--- src/guard_pkg.sv ---
// Shared constants, register map and carrier types of the chip timeout guard.
// Assumes one clock domain (the oscillator clock) and a 32-bit AXI4-Lite bus.
package guard_pkg;

  // ----------------------------------------------------------------------
  // Widths
  // ----------------------------------------------------------------------
  localparam int ADDR_W     = 18;
  localparam int PRESCALE_W = 16;
  localparam int COUNT_W    = 12;
  localparam int CTRL_W     = 2;
  localparam int IRQ_W      = 2;

  // ----------------------------------------------------------------------
  // Register indices; byte address is four times the index
  // ----------------------------------------------------------------------
  localparam logic [15:0] IDX_CONTROL    = 16'hf020;
  localparam logic [15:0] IDX_PRESCALE   = 16'hf021;
  localparam logic [15:0] IDX_DIVIDER    = 16'hf022;
  localparam logic [15:0] IDX_COUNTDOWN  = 16'hf023;
  localparam logic [15:0] IDX_HISTORY    = 16'hf024;
  localparam logic [15:0] IDX_IRQ_STATUS = 16'hf025;
  localparam logic [15:0] IDX_IRQ_MASK   = 16'hf026;

  // ----------------------------------------------------------------------
  // Field positions
  // ----------------------------------------------------------------------
  localparam int CTRL_COUNT_EN_BIT = 0;
  localparam int CTRL_ARM_BIT      = 1;
  localparam int HIST_TRIG_BIT     = 0;
  localparam int IRQ_TIMEOUT_BIT   = 0;
  localparam int IRQ_WRAP_BIT      = 1;

  // ----------------------------------------------------------------------
  // Reset values and bus answers
  // ----------------------------------------------------------------------
  localparam logic [CTRL_W-1:0]     CONTROL_RST  = 2'h0;
  localparam logic [PRESCALE_W-1:0] PRESCALE_RST = 16'h0000;
  localparam logic [PRESCALE_W-1:0] DIVIDER_RST  = 16'hffff;
  localparam logic [COUNT_W-1:0]    COUNT_RST    = 12'hfff;
  localparam logic                  HISTORY_RST  = 1'b0;
  localparam logic [IRQ_W-1:0]      IRQ_RST      = 2'h0;
  localparam logic [1:0]            RESP_OKAY    = 2'h0;
  localparam logic [1:0]            RESP_SLVERR  = 2'h2;

  // ----------------------------------------------------------------------
  // Carriers
  // ----------------------------------------------------------------------
  typedef struct packed {
    logic        valid;
    logic [15:0] index;
    logic [31:0] data;
    logic [3:0]  strb;
  } reg_write_s;

  // Mapped register test, shared by the write and read paths
  function automatic logic reg_hit(input logic [15:0] index);
    logic hit;
    hit = 1'b0;
    if (index == IDX_CONTROL) hit = 1'b1;
    else if (index == IDX_PRESCALE) hit = 1'b1;
    else if (index == IDX_DIVIDER) hit = 1'b1;
    else if (index == IDX_COUNTDOWN) hit = 1'b1;
    else if (index == IDX_HISTORY) hit = 1'b1;
    else if (index == IDX_IRQ_STATUS) hit = 1'b1;
    else if (index == IDX_IRQ_MASK) hit = 1'b1;
    return hit;
  endfunction

  // Byte-lane merge of a write into an old word
  function automatic logic [31:0] byte_merge(input logic [31:0] old,
                                             input logic [31:0] data,
                                             input logic [3:0]  strb);
    logic [31:0] res;
    res = old;
    for (int i = 0; i < 4; i++) begin
      if (strb[i]) res[i*8 +: 8] = data[i*8 +: 8];
    end
    return res;
  endfunction

endpackage

--- src/guard_countdown.sv ---
// Prescaler and countdown of the chip timeout guard.
// Assumes aclk is the oscillator clock and rst_n a synchronous active-low reset.
`timescale 1ns/1ps
module guard_countdown (
  input  wire logic                                aclk,
  input  wire logic                                rst_n,
  input  wire logic                                count_en,
  input  wire logic [guard_pkg::PRESCALE_W-1:0]    divider,
  input  wire logic                                load,
  input  wire logic [guard_pkg::COUNT_W-1:0]       load_value,
  output logic      [guard_pkg::PRESCALE_W-1:0]    prescale,
  output logic      [guard_pkg::COUNT_W-1:0]       count,
  output logic                                     wrap_tick,
  output logic                                     zero_hit
);

  typedef struct packed {
    logic [guard_pkg::PRESCALE_W-1:0] prescale;
    logic [guard_pkg::COUNT_W-1:0]    count;
    logic                             wrap_tick;
    logic                             zero_hit;
  } core_s;

  localparam core_s CORE_RST = '{prescale:  guard_pkg::PRESCALE_RST,
                                 count:     guard_pkg::COUNT_RST,
                                 wrap_tick: 1'b0,
                                 zero_hit:  1'b0};

  core_s st;
  core_s next_st;

  always_comb begin
    next_st           = st;
    next_st.wrap_tick = 1'b0;
    next_st.zero_hit  = 1'b0;
    if (count_en) begin
      // Compare with >= so a divider lowered below the prescaler wraps at once
      if (st.prescale >= divider) begin
        next_st.prescale  = guard_pkg::PRESCALE_RST;
        next_st.wrap_tick = 1'b1;
        if (st.count != '0) begin
          next_st.count = st.count - 12'h001;
          // Only the step onto zero fires; zero then holds
          next_st.zero_hit = (st.count == 12'h001);
        end
      end else begin
        next_st.prescale = st.prescale + 16'h0001;
      end
    end
    if (load) begin
      next_st.count    = load_value;
      next_st.zero_hit = 1'b0;
    end
  end

  always_ff @(posedge aclk) begin
    if (!rst_n) begin
      st <= CORE_RST;
    end else begin
      st <= next_st;
    end
  end

  assign prescale  = st.prescale;
  assign count     = st.count;
  assign wrap_tick = st.wrap_tick;
  assign zero_hit  = st.zero_hit;

endmodule

--- src/guard_axil_slave.sv ---
// AXI4-Lite slave front end: one write and one read in flight at a time.
// Assumes the owner supplies read data for araddr combinationally.
`timescale 1ns/1ps
module guard_axil_slave (
  input  wire logic                          aclk,
  input  wire logic                          aresetn,
  input  wire logic [guard_pkg::ADDR_W-1:0]  s_axi_awaddr,
  input  wire logic                          s_axi_awvalid,
  output logic                               s_axi_awready,
  input  wire logic [31:0]                   s_axi_wdata,
  input  wire logic [3:0]                    s_axi_wstrb,
  input  wire logic                          s_axi_wvalid,
  output logic                               s_axi_wready,
  output logic [1:0]                         s_axi_bresp,
  output logic                               s_axi_bvalid,
  input  wire logic                          s_axi_bready,
  input  wire logic [guard_pkg::ADDR_W-1:0]  s_axi_araddr,
  input  wire logic                          s_axi_arvalid,
  output logic                               s_axi_arready,
  output logic [31:0]                        s_axi_rdata,
  output logic [1:0]                         s_axi_rresp,
  output logic                               s_axi_rvalid,
  input  wire logic                          s_axi_rready,
  input  wire logic [31:0]                   rd_word,
  output guard_pkg::reg_write_s              wr
);

  typedef enum logic [1:0] {PH_IDLE = 2'b01, PH_RESP = 2'b10} phase_e;

  typedef struct packed {
    phase_e                wph;
    logic                  aw_held;
    logic                  w_held;
    logic [15:0]           aw_idx;
    logic [31:0]           w_data;
    logic [3:0]            w_strb;
    logic                  awready;
    logic                  wready;
    logic                  bvalid;
    logic [1:0]            bresp;
    phase_e                rph;
    logic                  arready;
    logic                  rvalid;
    logic [31:0]           rdata;
    logic [1:0]            rresp;
    guard_pkg::reg_write_s wr;
  } slave_s;

  localparam slave_s SLAVE_RST = '{wph: PH_IDLE, rph: PH_IDLE, default: '0};

  slave_s st;
  slave_s next_st;

  always_comb begin
    next_st          = st;
    next_st.wr.valid = 1'b0;
    // ------------------------------------------------------------------
    // Write: address and data taken in either order
    // ------------------------------------------------------------------
    case (st.wph)
      PH_IDLE: begin
        if (s_axi_awvalid && st.awready) begin
          next_st.aw_held = 1'b1;
          next_st.aw_idx  = s_axi_awaddr[17:2];
        end
        if (s_axi_wvalid && st.wready) begin
          next_st.w_held = 1'b1;
          next_st.w_data = s_axi_wdata;
          next_st.w_strb = s_axi_wstrb;
        end
        if (next_st.aw_held && next_st.w_held) begin
          next_st.wph      = PH_RESP;
          next_st.aw_held  = 1'b0;
          next_st.w_held   = 1'b0;
          next_st.bvalid   = 1'b1;
          next_st.wr.valid = guard_pkg::reg_hit(next_st.aw_idx);
          next_st.wr.index = next_st.aw_idx;
          next_st.wr.data  = next_st.w_data;
          next_st.wr.strb  = next_st.w_strb;
          next_st.bresp    = guard_pkg::reg_hit(next_st.aw_idx) ?
                             guard_pkg::RESP_OKAY : guard_pkg::RESP_SLVERR;
        end
      end
      PH_RESP: begin
        if (s_axi_bready) begin
          next_st.bvalid = 1'b0;
          next_st.wph    = PH_IDLE;
        end
      end
      default: next_st.wph = PH_IDLE;
    endcase
    next_st.awready = (next_st.wph == PH_IDLE) && !next_st.aw_held;
    next_st.wready  = (next_st.wph == PH_IDLE) && !next_st.w_held;
    // ------------------------------------------------------------------
    // Read
    // ------------------------------------------------------------------
    case (st.rph)
      PH_IDLE: begin
        if (s_axi_arvalid && st.arready) begin
          next_st.rph    = PH_RESP;
          next_st.rvalid = 1'b1;
          next_st.rdata  = rd_word;
          next_st.rresp  = guard_pkg::reg_hit(s_axi_araddr[17:2]) ?
                           guard_pkg::RESP_OKAY : guard_pkg::RESP_SLVERR;
        end
      end
      PH_RESP: begin
        if (s_axi_rready) begin
          next_st.rvalid = 1'b0;
          next_st.rph    = PH_IDLE;
        end
      end
      default: next_st.rph = PH_IDLE;
    endcase
    next_st.arready = (next_st.rph == PH_IDLE);
  end

  always_ff @(posedge aclk) begin
    if (!aresetn) begin
      st <= SLAVE_RST;
    end else begin
      st <= next_st;
    end
  end

  assign s_axi_awready = st.awready;
  assign s_axi_wready  = st.wready;
  assign s_axi_bvalid  = st.bvalid;
  assign s_axi_bresp   = st.bresp;
  assign s_axi_arready = st.arready;
  assign s_axi_rvalid  = st.rvalid;
  assign s_axi_rdata   = st.rdata;
  assign s_axi_rresp   = st.rresp;
  assign wr            = st.wr;

endmodule

--- src/chip_timeout_reset_guard.sv ---
// Chip timeout guard: countdown that resets the chip unless rewritten.
// Assumes aclk is the oscillator clock; aresetn and por_n are synchronous
// to it; chip_reset is stretched and fed back to aresetn by the system.
//
// Overview of operation
// - After reset count enable and reset arm are both zero.
// - Control bit 0 starts and stops the countdown logic.
// - Control bit 1 arms the chip reset on reaching zero.
// - Counting may run with the arm clear, for debug only.
// - Prescaler advances each clock, wraps to zero, then decrements countdown.
// - Current prescaler value is readable any time, read only.
// - Divider is read-write, resets to all ones, ratio is value plus one.
// - Countdown resets to all ones, decrements once per prescaler wrap.
// - Countdown reaching zero while armed issues a chip-wide reset.
// - A write to the countdown loads a new starting point.
// - History bit 0 reads one once a timeout has triggered.
// - History bit survives every reset except power-on reset.
//
// Chosen here: the AXI4-Lite slave port.
`timescale 1ns/1ps
module chip_timeout_reset_guard (
  input  wire logic                          aclk,
  input  wire logic                          aresetn,
  input  wire logic                          por_n,
  input  wire logic [guard_pkg::ADDR_W-1:0]  s_axi_awaddr,
  input  wire logic                          s_axi_awvalid,
  output logic                               s_axi_awready,
  input  wire logic [31:0]                   s_axi_wdata,
  input  wire logic [3:0]                    s_axi_wstrb,
  input  wire logic                          s_axi_wvalid,
  output logic                               s_axi_wready,
  output logic [1:0]                         s_axi_bresp,
  output logic                               s_axi_bvalid,
  input  wire logic                          s_axi_bready,
  input  wire logic [guard_pkg::ADDR_W-1:0]  s_axi_araddr,
  input  wire logic                          s_axi_arvalid,
  output logic                               s_axi_arready,
  output logic [31:0]                        s_axi_rdata,
  output logic [1:0]                         s_axi_rresp,
  output logic                               s_axi_rvalid,
  input  wire logic                          s_axi_rready,
  output logic                               chip_reset,
  output logic                               timeout_seen,
  output logic                               irq
);

  // ----------------------------------------------------------------------
  // State
  // ----------------------------------------------------------------------
  typedef struct packed {
    logic [guard_pkg::CTRL_W-1:0]     control;
    logic [guard_pkg::PRESCALE_W-1:0] divider;
    logic                             history;
    logic [guard_pkg::IRQ_W-1:0]      irq_status;
    logic [guard_pkg::IRQ_W-1:0]      irq_mask;
    logic                             chip_reset;
    logic                             irq;
  } guard_s;

  localparam guard_s GUARD_RST = '{control:    guard_pkg::CONTROL_RST,
                                   divider:    guard_pkg::DIVIDER_RST,
                                   history:    guard_pkg::HISTORY_RST,
                                   irq_status: guard_pkg::IRQ_RST,
                                   irq_mask:   guard_pkg::IRQ_RST,
                                   chip_reset: 1'b0,
                                   irq:        1'b0};

  guard_s st;
  guard_s next_st;

  // ----------------------------------------------------------------------
  // Interconnect
  // ----------------------------------------------------------------------
  guard_pkg::reg_write_s                wr;
  logic [31:0]                          rd_word;
  logic [15:0]                          rd_idx;
  logic [guard_pkg::PRESCALE_W-1:0]     prescale;
  logic [guard_pkg::COUNT_W-1:0]        count;
  logic                                 wrap_tick;
  logic                                 zero_hit;
  logic                                 core_rst_n;
  logic                                 count_load;
  logic [31:0]                          count_word;
  logic [31:0]                          ctrl_word;
  logic [31:0]                          div_word;
  logic [31:0]                          mask_word;
  logic [guard_pkg::IRQ_W-1:0]          irq_set;
  logic [guard_pkg::IRQ_W-1:0]          irq_clr;
  logic                                 fire;

  // Counters follow both the system reset and the power-on reset
  assign core_rst_n = aresetn && por_n;

  // ----------------------------------------------------------------------
  // Bus front end
  // ----------------------------------------------------------------------
  guard_axil_slave u_slave (
    .aclk          (aclk),
    .aresetn       (core_rst_n),
    .s_axi_awaddr  (s_axi_awaddr),
    .s_axi_awvalid (s_axi_awvalid),
    .s_axi_awready (s_axi_awready),
    .s_axi_wdata   (s_axi_wdata),
    .s_axi_wstrb   (s_axi_wstrb),
    .s_axi_wvalid  (s_axi_wvalid),
    .s_axi_wready  (s_axi_wready),
    .s_axi_bresp   (s_axi_bresp),
    .s_axi_bvalid  (s_axi_bvalid),
    .s_axi_bready  (s_axi_bready),
    .s_axi_araddr  (s_axi_araddr),
    .s_axi_arvalid (s_axi_arvalid),
    .s_axi_arready (s_axi_arready),
    .s_axi_rdata   (s_axi_rdata),
    .s_axi_rresp   (s_axi_rresp),
    .s_axi_rvalid  (s_axi_rvalid),
    .s_axi_rready  (s_axi_rready),
    .rd_word       (rd_word),
    .wr            (wr)
  );

  // ----------------------------------------------------------------------
  // Prescaler and countdown
  // ----------------------------------------------------------------------
  guard_countdown u_core (
    .aclk       (aclk),
    .rst_n      (core_rst_n),
    .count_en   (st.control[guard_pkg::CTRL_COUNT_EN_BIT]),
    .divider    (st.divider),
    .load       (count_load),
    .load_value (count_word[guard_pkg::COUNT_W-1:0]),
    .prescale   (prescale),
    .count      (count),
    .wrap_tick  (wrap_tick),
    .zero_hit   (zero_hit)
  );

  // ----------------------------------------------------------------------
  // Write decode
  // ----------------------------------------------------------------------
  always_comb begin
    ctrl_word  = guard_pkg::byte_merge({30'h0, st.control}, wr.data, wr.strb);
    div_word   = guard_pkg::byte_merge({16'h0, st.divider}, wr.data, wr.strb);
    count_word = guard_pkg::byte_merge({20'h0, count}, wr.data, wr.strb);
    mask_word  = guard_pkg::byte_merge({30'h0, st.irq_mask}, wr.data, wr.strb);
    count_load = 1'b0;
    irq_clr    = '0;
    if (wr.valid && wr.index == guard_pkg::IDX_COUNTDOWN) begin
      count_load = 1'b1;
    end else if (wr.valid && wr.index == guard_pkg::IDX_IRQ_STATUS) begin
      // Write one to clear, low byte only
      irq_clr = wr.strb[0] ? wr.data[guard_pkg::IRQ_W-1:0] : '0;
    end
  end

  // ----------------------------------------------------------------------
  // Timeout action and events
  // ----------------------------------------------------------------------
  // Zero reached while armed; disarmed runs only raise the event
  assign fire = zero_hit && st.control[guard_pkg::CTRL_ARM_BIT];

  always_comb begin
    irq_set                             = '0;
    irq_set[guard_pkg::IRQ_TIMEOUT_BIT] = zero_hit;
    irq_set[guard_pkg::IRQ_WRAP_BIT]    = wrap_tick;
  end

  // ----------------------------------------------------------------------
  // Register file and outputs
  // ----------------------------------------------------------------------
  always_comb begin
    next_st = st;
    if (wr.valid && wr.index == guard_pkg::IDX_CONTROL) begin
      next_st.control = ctrl_word[guard_pkg::CTRL_W-1:0];
    end else if (wr.valid && wr.index == guard_pkg::IDX_DIVIDER) begin
      next_st.divider = div_word[guard_pkg::PRESCALE_W-1:0];
    end else if (wr.valid && wr.index == guard_pkg::IDX_IRQ_MASK) begin
      next_st.irq_mask = mask_word[guard_pkg::IRQ_W-1:0];
    end
    // A new event beats a clear arriving in the same cycle
    next_st.irq_status = (st.irq_status & ~irq_clr) | irq_set;
    next_st.irq        = |(next_st.irq_status & next_st.irq_mask);
    // One-cycle request; the system stretches it into the chip reset
    next_st.chip_reset = fire;
    if (fire) begin
      next_st.history = 1'b1;
    end
  end

  always_ff @(posedge aclk) begin
    if (!por_n) begin
      st <= GUARD_RST;
    end else if (!aresetn) begin
      st         <= GUARD_RST;
      // History alone rides through the system reset
      st.history <= st.history;
    end else begin
      st <= next_st;
    end
  end

  // ----------------------------------------------------------------------
  // Read mux, fed straight from araddr
  // ----------------------------------------------------------------------
  assign rd_idx = s_axi_araddr[17:2];

  always_comb begin
    rd_word = 32'h0000_0000;
    if (rd_idx == guard_pkg::IDX_CONTROL) begin
      rd_word[guard_pkg::CTRL_W-1:0] = st.control;
    end else if (rd_idx == guard_pkg::IDX_PRESCALE) begin
      rd_word[guard_pkg::PRESCALE_W-1:0] = prescale;
    end else if (rd_idx == guard_pkg::IDX_DIVIDER) begin
      rd_word[guard_pkg::PRESCALE_W-1:0] = st.divider;
    end else if (rd_idx == guard_pkg::IDX_COUNTDOWN) begin
      rd_word[guard_pkg::COUNT_W-1:0] = count;
    end else if (rd_idx == guard_pkg::IDX_HISTORY) begin
      rd_word[guard_pkg::HIST_TRIG_BIT] = st.history;
    end else if (rd_idx == guard_pkg::IDX_IRQ_STATUS) begin
      rd_word[guard_pkg::IRQ_W-1:0] = st.irq_status;
    end else if (rd_idx == guard_pkg::IDX_IRQ_MASK) begin
      rd_word[guard_pkg::IRQ_W-1:0] = st.irq_mask;
    end
  end

  assign chip_reset   = st.chip_reset;
  assign timeout_seen = st.history;
  assign irq          = st.irq;

endmodule

--- config.mk ---
export PLATFORM = sky130hd
export DESIGN_NAME = chip_timeout_reset_guard
export DESIGN_NICKNAME = d
export VERILOG_FILES = /design/src/guard_pkg.sv /design/src/guard_countdown.sv /design/src/guard_axil_slave.sv /design/src/chip_timeout_reset_guard.sv
export SDC_FILE = /design/constraint.sdc
export NUM_CORES = 1
export LEC_CHECK = 0
export BUFFER_PORTS_ARGS = -buffer_cell sky130_fd_sc_hd__buf_2
export CORE_MARGIN = 2
export CORE_UTILIZATION = 30
export DETAILED_ROUTE_END_ITERATION = 8
export PLACE_DENSITY = 0.57
export SLEW_MARGIN = 30
export SYNTH_ARGS = -nofsm -noshare
export SYNTH_HDL_FRONTEND = slang
export SYNTH_SLANG_ARGS = --single-unit
--- constraint.sdc ---
create_clock -name aclk -period 3.1 [get_ports aclk]
set_input_delay 0.31 -clock aclk [delete_from_list [all_inputs] [get_ports aclk]]
set_output_delay 0.31 -clock aclk [all_outputs]
set_load 0.01 [all_outputs]
==> results of run 1 <==
where the power goes:
part / switching (W) / internal (W)
clock network: 0.000848 / 0.00140
registers: 0.0000106 / 0.00198
logic: 0.000169 / 0.0000905
total: 0.00103 / 0.00347
worst max-delay path: cells and delay by family (launching register included):
kind,cells,cell delay (ns)
AOI/OAI and AO/OA,4,1.32
and+or+nand+nor,2,0.47
DFF,1,0.43
adders and majority gates,1,0.32
cells in the mapped netlist, drive strengths merged (4+ instances only):
cell / count
nor4b: 5
a211oi: 20
o21ai: 21
buf: 48
and3: 5
mux2i: 42
nor4: 13
and4: 5
a311oi: 19
and2: 10
clkbuf: 36
a21o: 5
nand3: 21
a22oi: 18
a21oi: 61
nor3: 17
nor2b: 6
nor2: 99
nand2: 159
ha: 24
nand4: 14
a22o: 14
xor2: 12
a221oi: 4
o22ai: 6
inv: 30
dfxtp: 153
worst paths after layout:
check        cells after the start                 from              end  slack [ns]
max                              7  u_core.prescale[11]  u_core.count[4]        0.44
min                              3      s_axi_wdata[12]  u_slave.st[112]        0.13
max reg2reg                      7  u_core.prescale[11]  u_core.count[4]        0.44
min reg2reg                      2      u_slave.st[105]  u_slave.st[105]        0.45
through the flow:
stage,hold slack [ns],power [W],std cells
floorplan,0.424,0.00221,934
global placement,0.440,0.00229,1278
detailed placement,0.446,0.00230,1278
CTS,0.112,0.00456,1310
global route,0.127,0.00467,1310
finish,0.135,0.00450,1311
layout make-up:
type	count	area (um2)
Fill cell	2648	16200
Multi-Input combinational cell	666	4070
Sequential cell	153	3060
Timing Repair Buffer	98	553
Clock buffer	20	457
Tap cell	330	413
Clock inverter	12	184
Inverter	31	116
Antenna cell	1	2.50
cell families (layout without fill, tap and decap cells):
| family | after synthesis | after routing | share of synthesized area [%] |
|---|---|---|---|
| AOI/OAI and AO/OA | 194 | 194 | 18.1 |
| xor gates and xnor gates | 15 | 15 | 1.72 |
| adders and majority gates | 24 | 24 | 3.93 |
| buffers and inverters | 115 | 161 | 7.73 |
| DFF | 153 | 153 | 40.1 |
| muxes | 43 | 43 | 5.65 |
| other | 1 | 19 | 0.0491 |
| and+or+nand+nor | 372 | 372 | 22.7 |
flip-flops by register name, indices dropped and copies added (netlist names), 12 cells and up:
| signal | cells |
|---|---|
| u_slave.wr | 35 |
| st | 22 |
| u_slave.s_axi_rdata | 16 |
| u_slave.st | 40 |
| u_core.count | 12 |
| u_core.prescale | 16 |
routing by layer:
metal  vias up  GRT usage [%]  wire length [um]
met5         -              0                11
li1       3300              -                 -
met3        23           3.89              1000
met1      2962           19.5              9350
met2       151           22.9              8530
met4         2           4.86               295
==> results.sh, run 1 <==
export IMPL_hpwl_mm=13.8
export IMPL_grt_pass1_vias=5974
export IMPL_seq_area_frac_synth_pct=40.1
export IMPL_cts_tree="built"
export IMPL_fin_area_um2=8860
export IMPL_synthToLayoutAreaGrowth_pct=16.0
export IMPL_drv_cap=0
export IMPL_clk_latency_ns=0.43
export IMPL_die_y_um=164
export IMPL_synth_main_ff_cell="dfxtp_1"
export IMPL_finalCriticalPeriod_ns=2.66
export IMPL_finalWirelength_mm=19.2
export IMPL_crit_path_start_kind="register"
export IMPL_port_buffers=83
export IMPL_ctsHtreeMaxLevel=4
export IMPL_period_share_pct=85.7
export IMPL_initial_core_util_pct=30.4
export IMPL_crit_fanout=16
export IMPL_synth_cell_type_count=77
export IMPL_slew_headroom_pct=40.1
export IMPL_max_stage_delay_ns=0.43
export IMPL_slowest_stage="dfxtp_1"
export IMPL_ctsHoldBuffers=0
export IMPL_grt_pass1_wl_mm=30.9
export IMPL_core_um2=25100
export IMPL_finalWeightedCongestion=0.941
export IMPL_finalSetupTns_ns=0
export IMPL_grt_start_max_net_pins=66
export IMPL_dr_pass1_iters=6
export IMPL_root_buffer="clkbuf_16"
export IMPL_synth_edf_count=0
export IMPL_route_vias_total=6438
export IMPL_yosys_area_top_type="dfxtp_1"
export IMPL_clockBufferDepth=2
export IMPL_cts_resized=0
export IMPL_cp_end_kind="register"
export IMPL_grt_ovfl_total=0
export IMPL_final_common_cell="nand2_1"
export IMPL_layout_common_cells="nand2_1, dfxtp_1, nor2_1"
export IMPL_drt_iter0_drc=481
export IMPL_hp_class="in -> reg"
export IMPL_yosys_top_cells_area="dfxtp_1, nand2_1, mux2i_1"
export IMPL_rsz0062_at_grt="no"
export IMPL_status="finished clean"
export IMPL_yosysTopAreaCellShare_pct=40.1
export IMPL_syn_area_per_cell_um2=8.33
export IMPL_required_ns=3.41
export IMPL_skew_ns=0.0129
export IMPL_slew_violations=0
export IMPL_place_area_um2=8210
export IMPL_async_reset_ff_share_pct=0
export IMPL_utilization_pct=35.3
export IMPL_arrival_ns=2.96
export IMPL_numClockSinks=153
export IMPL_setup_ws_ns=0.443
export IMPL_dieWidth_um=164
export IMPL_post_cts_setup_buffer_count=0
export IMPL_path_cells="ha_1 > and3_1 > a221o_1 > a2111oi_4 > a21oi_2 > and4_4 > a311o_1"
export IMPL_via_per_inst=4.91
export IMPL_yosys_warnings=0
export IMPL_p_leak_nw=3.57
export IMPL_path_class="reg -> reg"
export IMPL_hold_violations=0
export IMPL_antenna_left=0
export IMPL_wl_per_cell_um=14.6
export IMPL_max_freq_mhz=376
export IMPL_synthCells=917
export IMPL_p_per_area_nw_per_um2=508
export IMPL_layout_drive_gt1_share_pct=15.5
export IMPL_io_pins=124
export IMPL_tightest_slew_ns=0.898
export IMPL_cts_made_buffers=17
export IMPL_syn_cell_area_um2=7640
export IMPL_drc=0
export IMPL_ir_worst_vdd_mv=0.337
export IMPL_die_area_um2=26800
export IMPL_antenna_found_initial=3
export IMPL_rows=58
export IMPL_clkTransAtPathRegs_ns=0.06
export IMPL_synth_seq_cells=153
export IMPL_place_ws_ns=0.489
export IMPL_final_nets=1071
export IMPL_finalSetupViolations=0
export IMPL_grt_usage_pct=14.6
Note: power is estimated with default switching activity, not from simulation.
==> run 2: changes to the inputs <==
- CORE_ASPECT_RATIO: unset -> 0.75
==> run 2 against run 1 <==
Die area about the same. Count of clock-buffer cells in the layout down 2. Global-route usage up 0.53 points. Core utilization up 0.15 points. Hold slack worse by 0.013 ns. Clock skew down 0.0016 ns. Final cell count up 0.61%. Sequential power about the same. Non-clock buffer count up 2. Fmax up 2.6%. Wire length up 3.0%. Largest cell class unchanged.
==> results.sh, run 2 (same netlist as run 1, synthesis figures left out) <==
export IMPL_slowest_stage="a21o_1"
export IMPL_finalWeightedCongestion=0.937
export IMPL_layout_common_cells="nand2_1, dfxtp_1, nor2_1"
export IMPL_io_pins=124
export IMPL_grt_pass1_vias=5960
export IMPL_period_share_pct=83.6
export IMPL_cts_tree="built"
export IMPL_cts_resized=0
export IMPL_ctsHtreeMaxLevel=4
export IMPL_antenna_found_initial=0
export IMPL_die_y_um=142
export IMPL_internal_power_w=0.00342
export IMPL_rows=50
export IMPL_skew_ns=0.0113
export IMPL_cts_made_buffers=17
export IMPL_port_buffers=83
export IMPL_largest_reg_flops=40
export IMPL_route_vias_total=6558
export IMPL_layout_drive_gt1_share_pct=15.5
export IMPL_ir_worst_vdd_mv=0.393
export IMPL_pwr_share_comb_pct=5.8
export IMPL_cp_end_kind="register"
export IMPL_path_buf_inv=1
export IMPL_path_class="reg -> reg"
export IMPL_grt_start_max_net_pins=61
export IMPL_finalCriticalPeriod_ns=2.59
export IMPL_clkTransAtPathRegs_ns=0.06
export IMPL_utilization_pct=35.4
export IMPL_die_area_um2=26800
export IMPL_ff2ff_setup_slack_ns=0.51
export IMPL_hold_violations=0
export IMPL_numClockSinks=153
export IMPL_max_stage_delay_ns=0.45
export IMPL_crit_fanout=10
export IMPL_initial_core_util_pct=30.6
export IMPL_swShare_pct=23.6
export IMPL_finalSetupTns_ns=0
export IMPL_ctsHoldBuffers=0
export IMPL_root_buffer="clkbuf_16"
export IMPL_rsz0062_at_grt="no"
export IMPL_clk_latency_ns=0.44
export IMPL_drt_iter0_drc=536
export IMPL_slew_headroom_pct=43.6
export IMPL_synthToLayoutAreaGrowth_pct=15.8
export IMPL_fin_area_um2=8850
export IMPL_wl_per_cell_um=15.0
export IMPL_slew_violations=0
export IMPL_path_cells="inv_1 > ha_1 > and3_1 > a221o_1 > a2111oi_4 > a21o_1 > o31a_1 > o22ai_1"
export IMPL_cp_top_family="compound AO/OA/AOI/OAI gates"
export IMPL_pwr_share_seq_pct=44.5
export IMPL_regMostFlops="u_slave.st"
export IMPL_max_freq_mhz=386
export IMPL_tightest_slew_ns=0.839
export IMPL_required_ns=3.41
export IMPL_p_leak_nw=3.57
export IMPL_num_antenna_cells=0
export IMPL_via_per_inst=4.97
export IMPL_timing_hold_ws_ns=0.122
export IMPL_hpwl_mm=14.3
export IMPL_final_common_cell="nand2_1"
export IMPL_antenna_left=0
export IMPL_grt_pass1_wl_mm=32.2
export IMPL_crit_path_start_kind="register"
export IMPL_drc=0
export IMPL_clockBufferDepth=2
export IMPL_hp_class="in -> reg"
export IMPL_p_clk_share_pct=49.7
export IMPL_dieWidth_um=188
export IMPL_core_um2=25000
export IMPL_dr_pass1_iters=5
export IMPL_finalWirelength_mm=19.8
export IMPL_place_area_um2=8220
export IMPL_post_cts_setup_buffer_count=0
export IMPL_grt_ovfl_total=0
export IMPL_drv_cap=0
export IMPL_p_per_area_nw_per_um2=506
export IMPL_final_nets=1073
export IMPL_status="finished clean"
export IMPL_finalSetupViolations=0
export IMPL_grt_usage_pct=15.1
export IMPL_n_fill_cell=2631
export IMPL_switchingPower_w=0.00106
export IMPL_arrival_ns=2.90
[run 2: cell types whose count changed in the layout (fill, tap and decap cells not counted), sizes merged]
| cell | before | now |
|---|---|---|
| clkinv | 2 | 5 |
| inv | 35 | 33 |
| buf | 98 | 100 |
| clkbuf | 20 | 18 |
| diode | 1 | 0 |
[run 2: power by group through the flow]
stage               Clock [W]  Combinational (W)  Sequential (W)
floorplan                   0           0.000174         0.00204
global placement            0           0.000261         0.00204
detailed placement          0           0.000261         0.00204
CTS                   0.00227           0.000262         0.00199
global route          0.00236           0.000291         0.00199
finish                0.00223           0.000262         0.00199
[run 2: final timing paths]
check | startpoint | to | depth (start not counted)
min | s_axi_wdata[11] | u_slave.st[111] | 3
max reg2reg | st[18] | u_core.count[11] | 8
max | st[18] | u_core.count[11] | 8
min reg2reg | u_slave.st[103] | u_slave.st[103] | 2
[run 2: per-stage QoR]
stage	power, W	setup WS, ns	std cells
floorplan	0.00221	0.810	934
global placement	0.00230	0.562	1288
detailed placement	0.00230	0.558	1288
CTS	0.00453	0.538	1319
global route	0.00464	0.348	1319
finish	0.00448	0.509	1319
[run 2: worst reg2reg max path: cells and delay by family (launching register included)]
kind / cells / cell delay (ns)
AO/OA/AOI/OAI: 5 / 1.52
adder cells (fa/ha/maj): 1 / 0.35
buffers and inverters: 1 / 0.06
flip-flops: 1 / 0.33
AND/OR/NAND/NOR: 1 / 0.20
[run 2: metal layers]
layer  GRT usage, %  part of all wire [%]  routed length, um  vias up
met5              0                     0                  0        -
met4           4.48                   1.1                227        0
met1           23.5                    55              10800     3028
li1               -                     -                  -     3317
met2           19.8                    37               7370      195
met3           3.90                   6.8               1340       18
[run 2: area by class of cell]
type                       count  area (um2)  share of cell area (%)
inverter                      31         116                    1.32
multi-input combinational    666        4070                    46.0
sequential                   153        3060                    34.6
clock inverter                13         193                    2.18
tap                          338         423                    4.78
clock buffer                  18         429                    4.85
timing repair buffer         100         556                    6.28
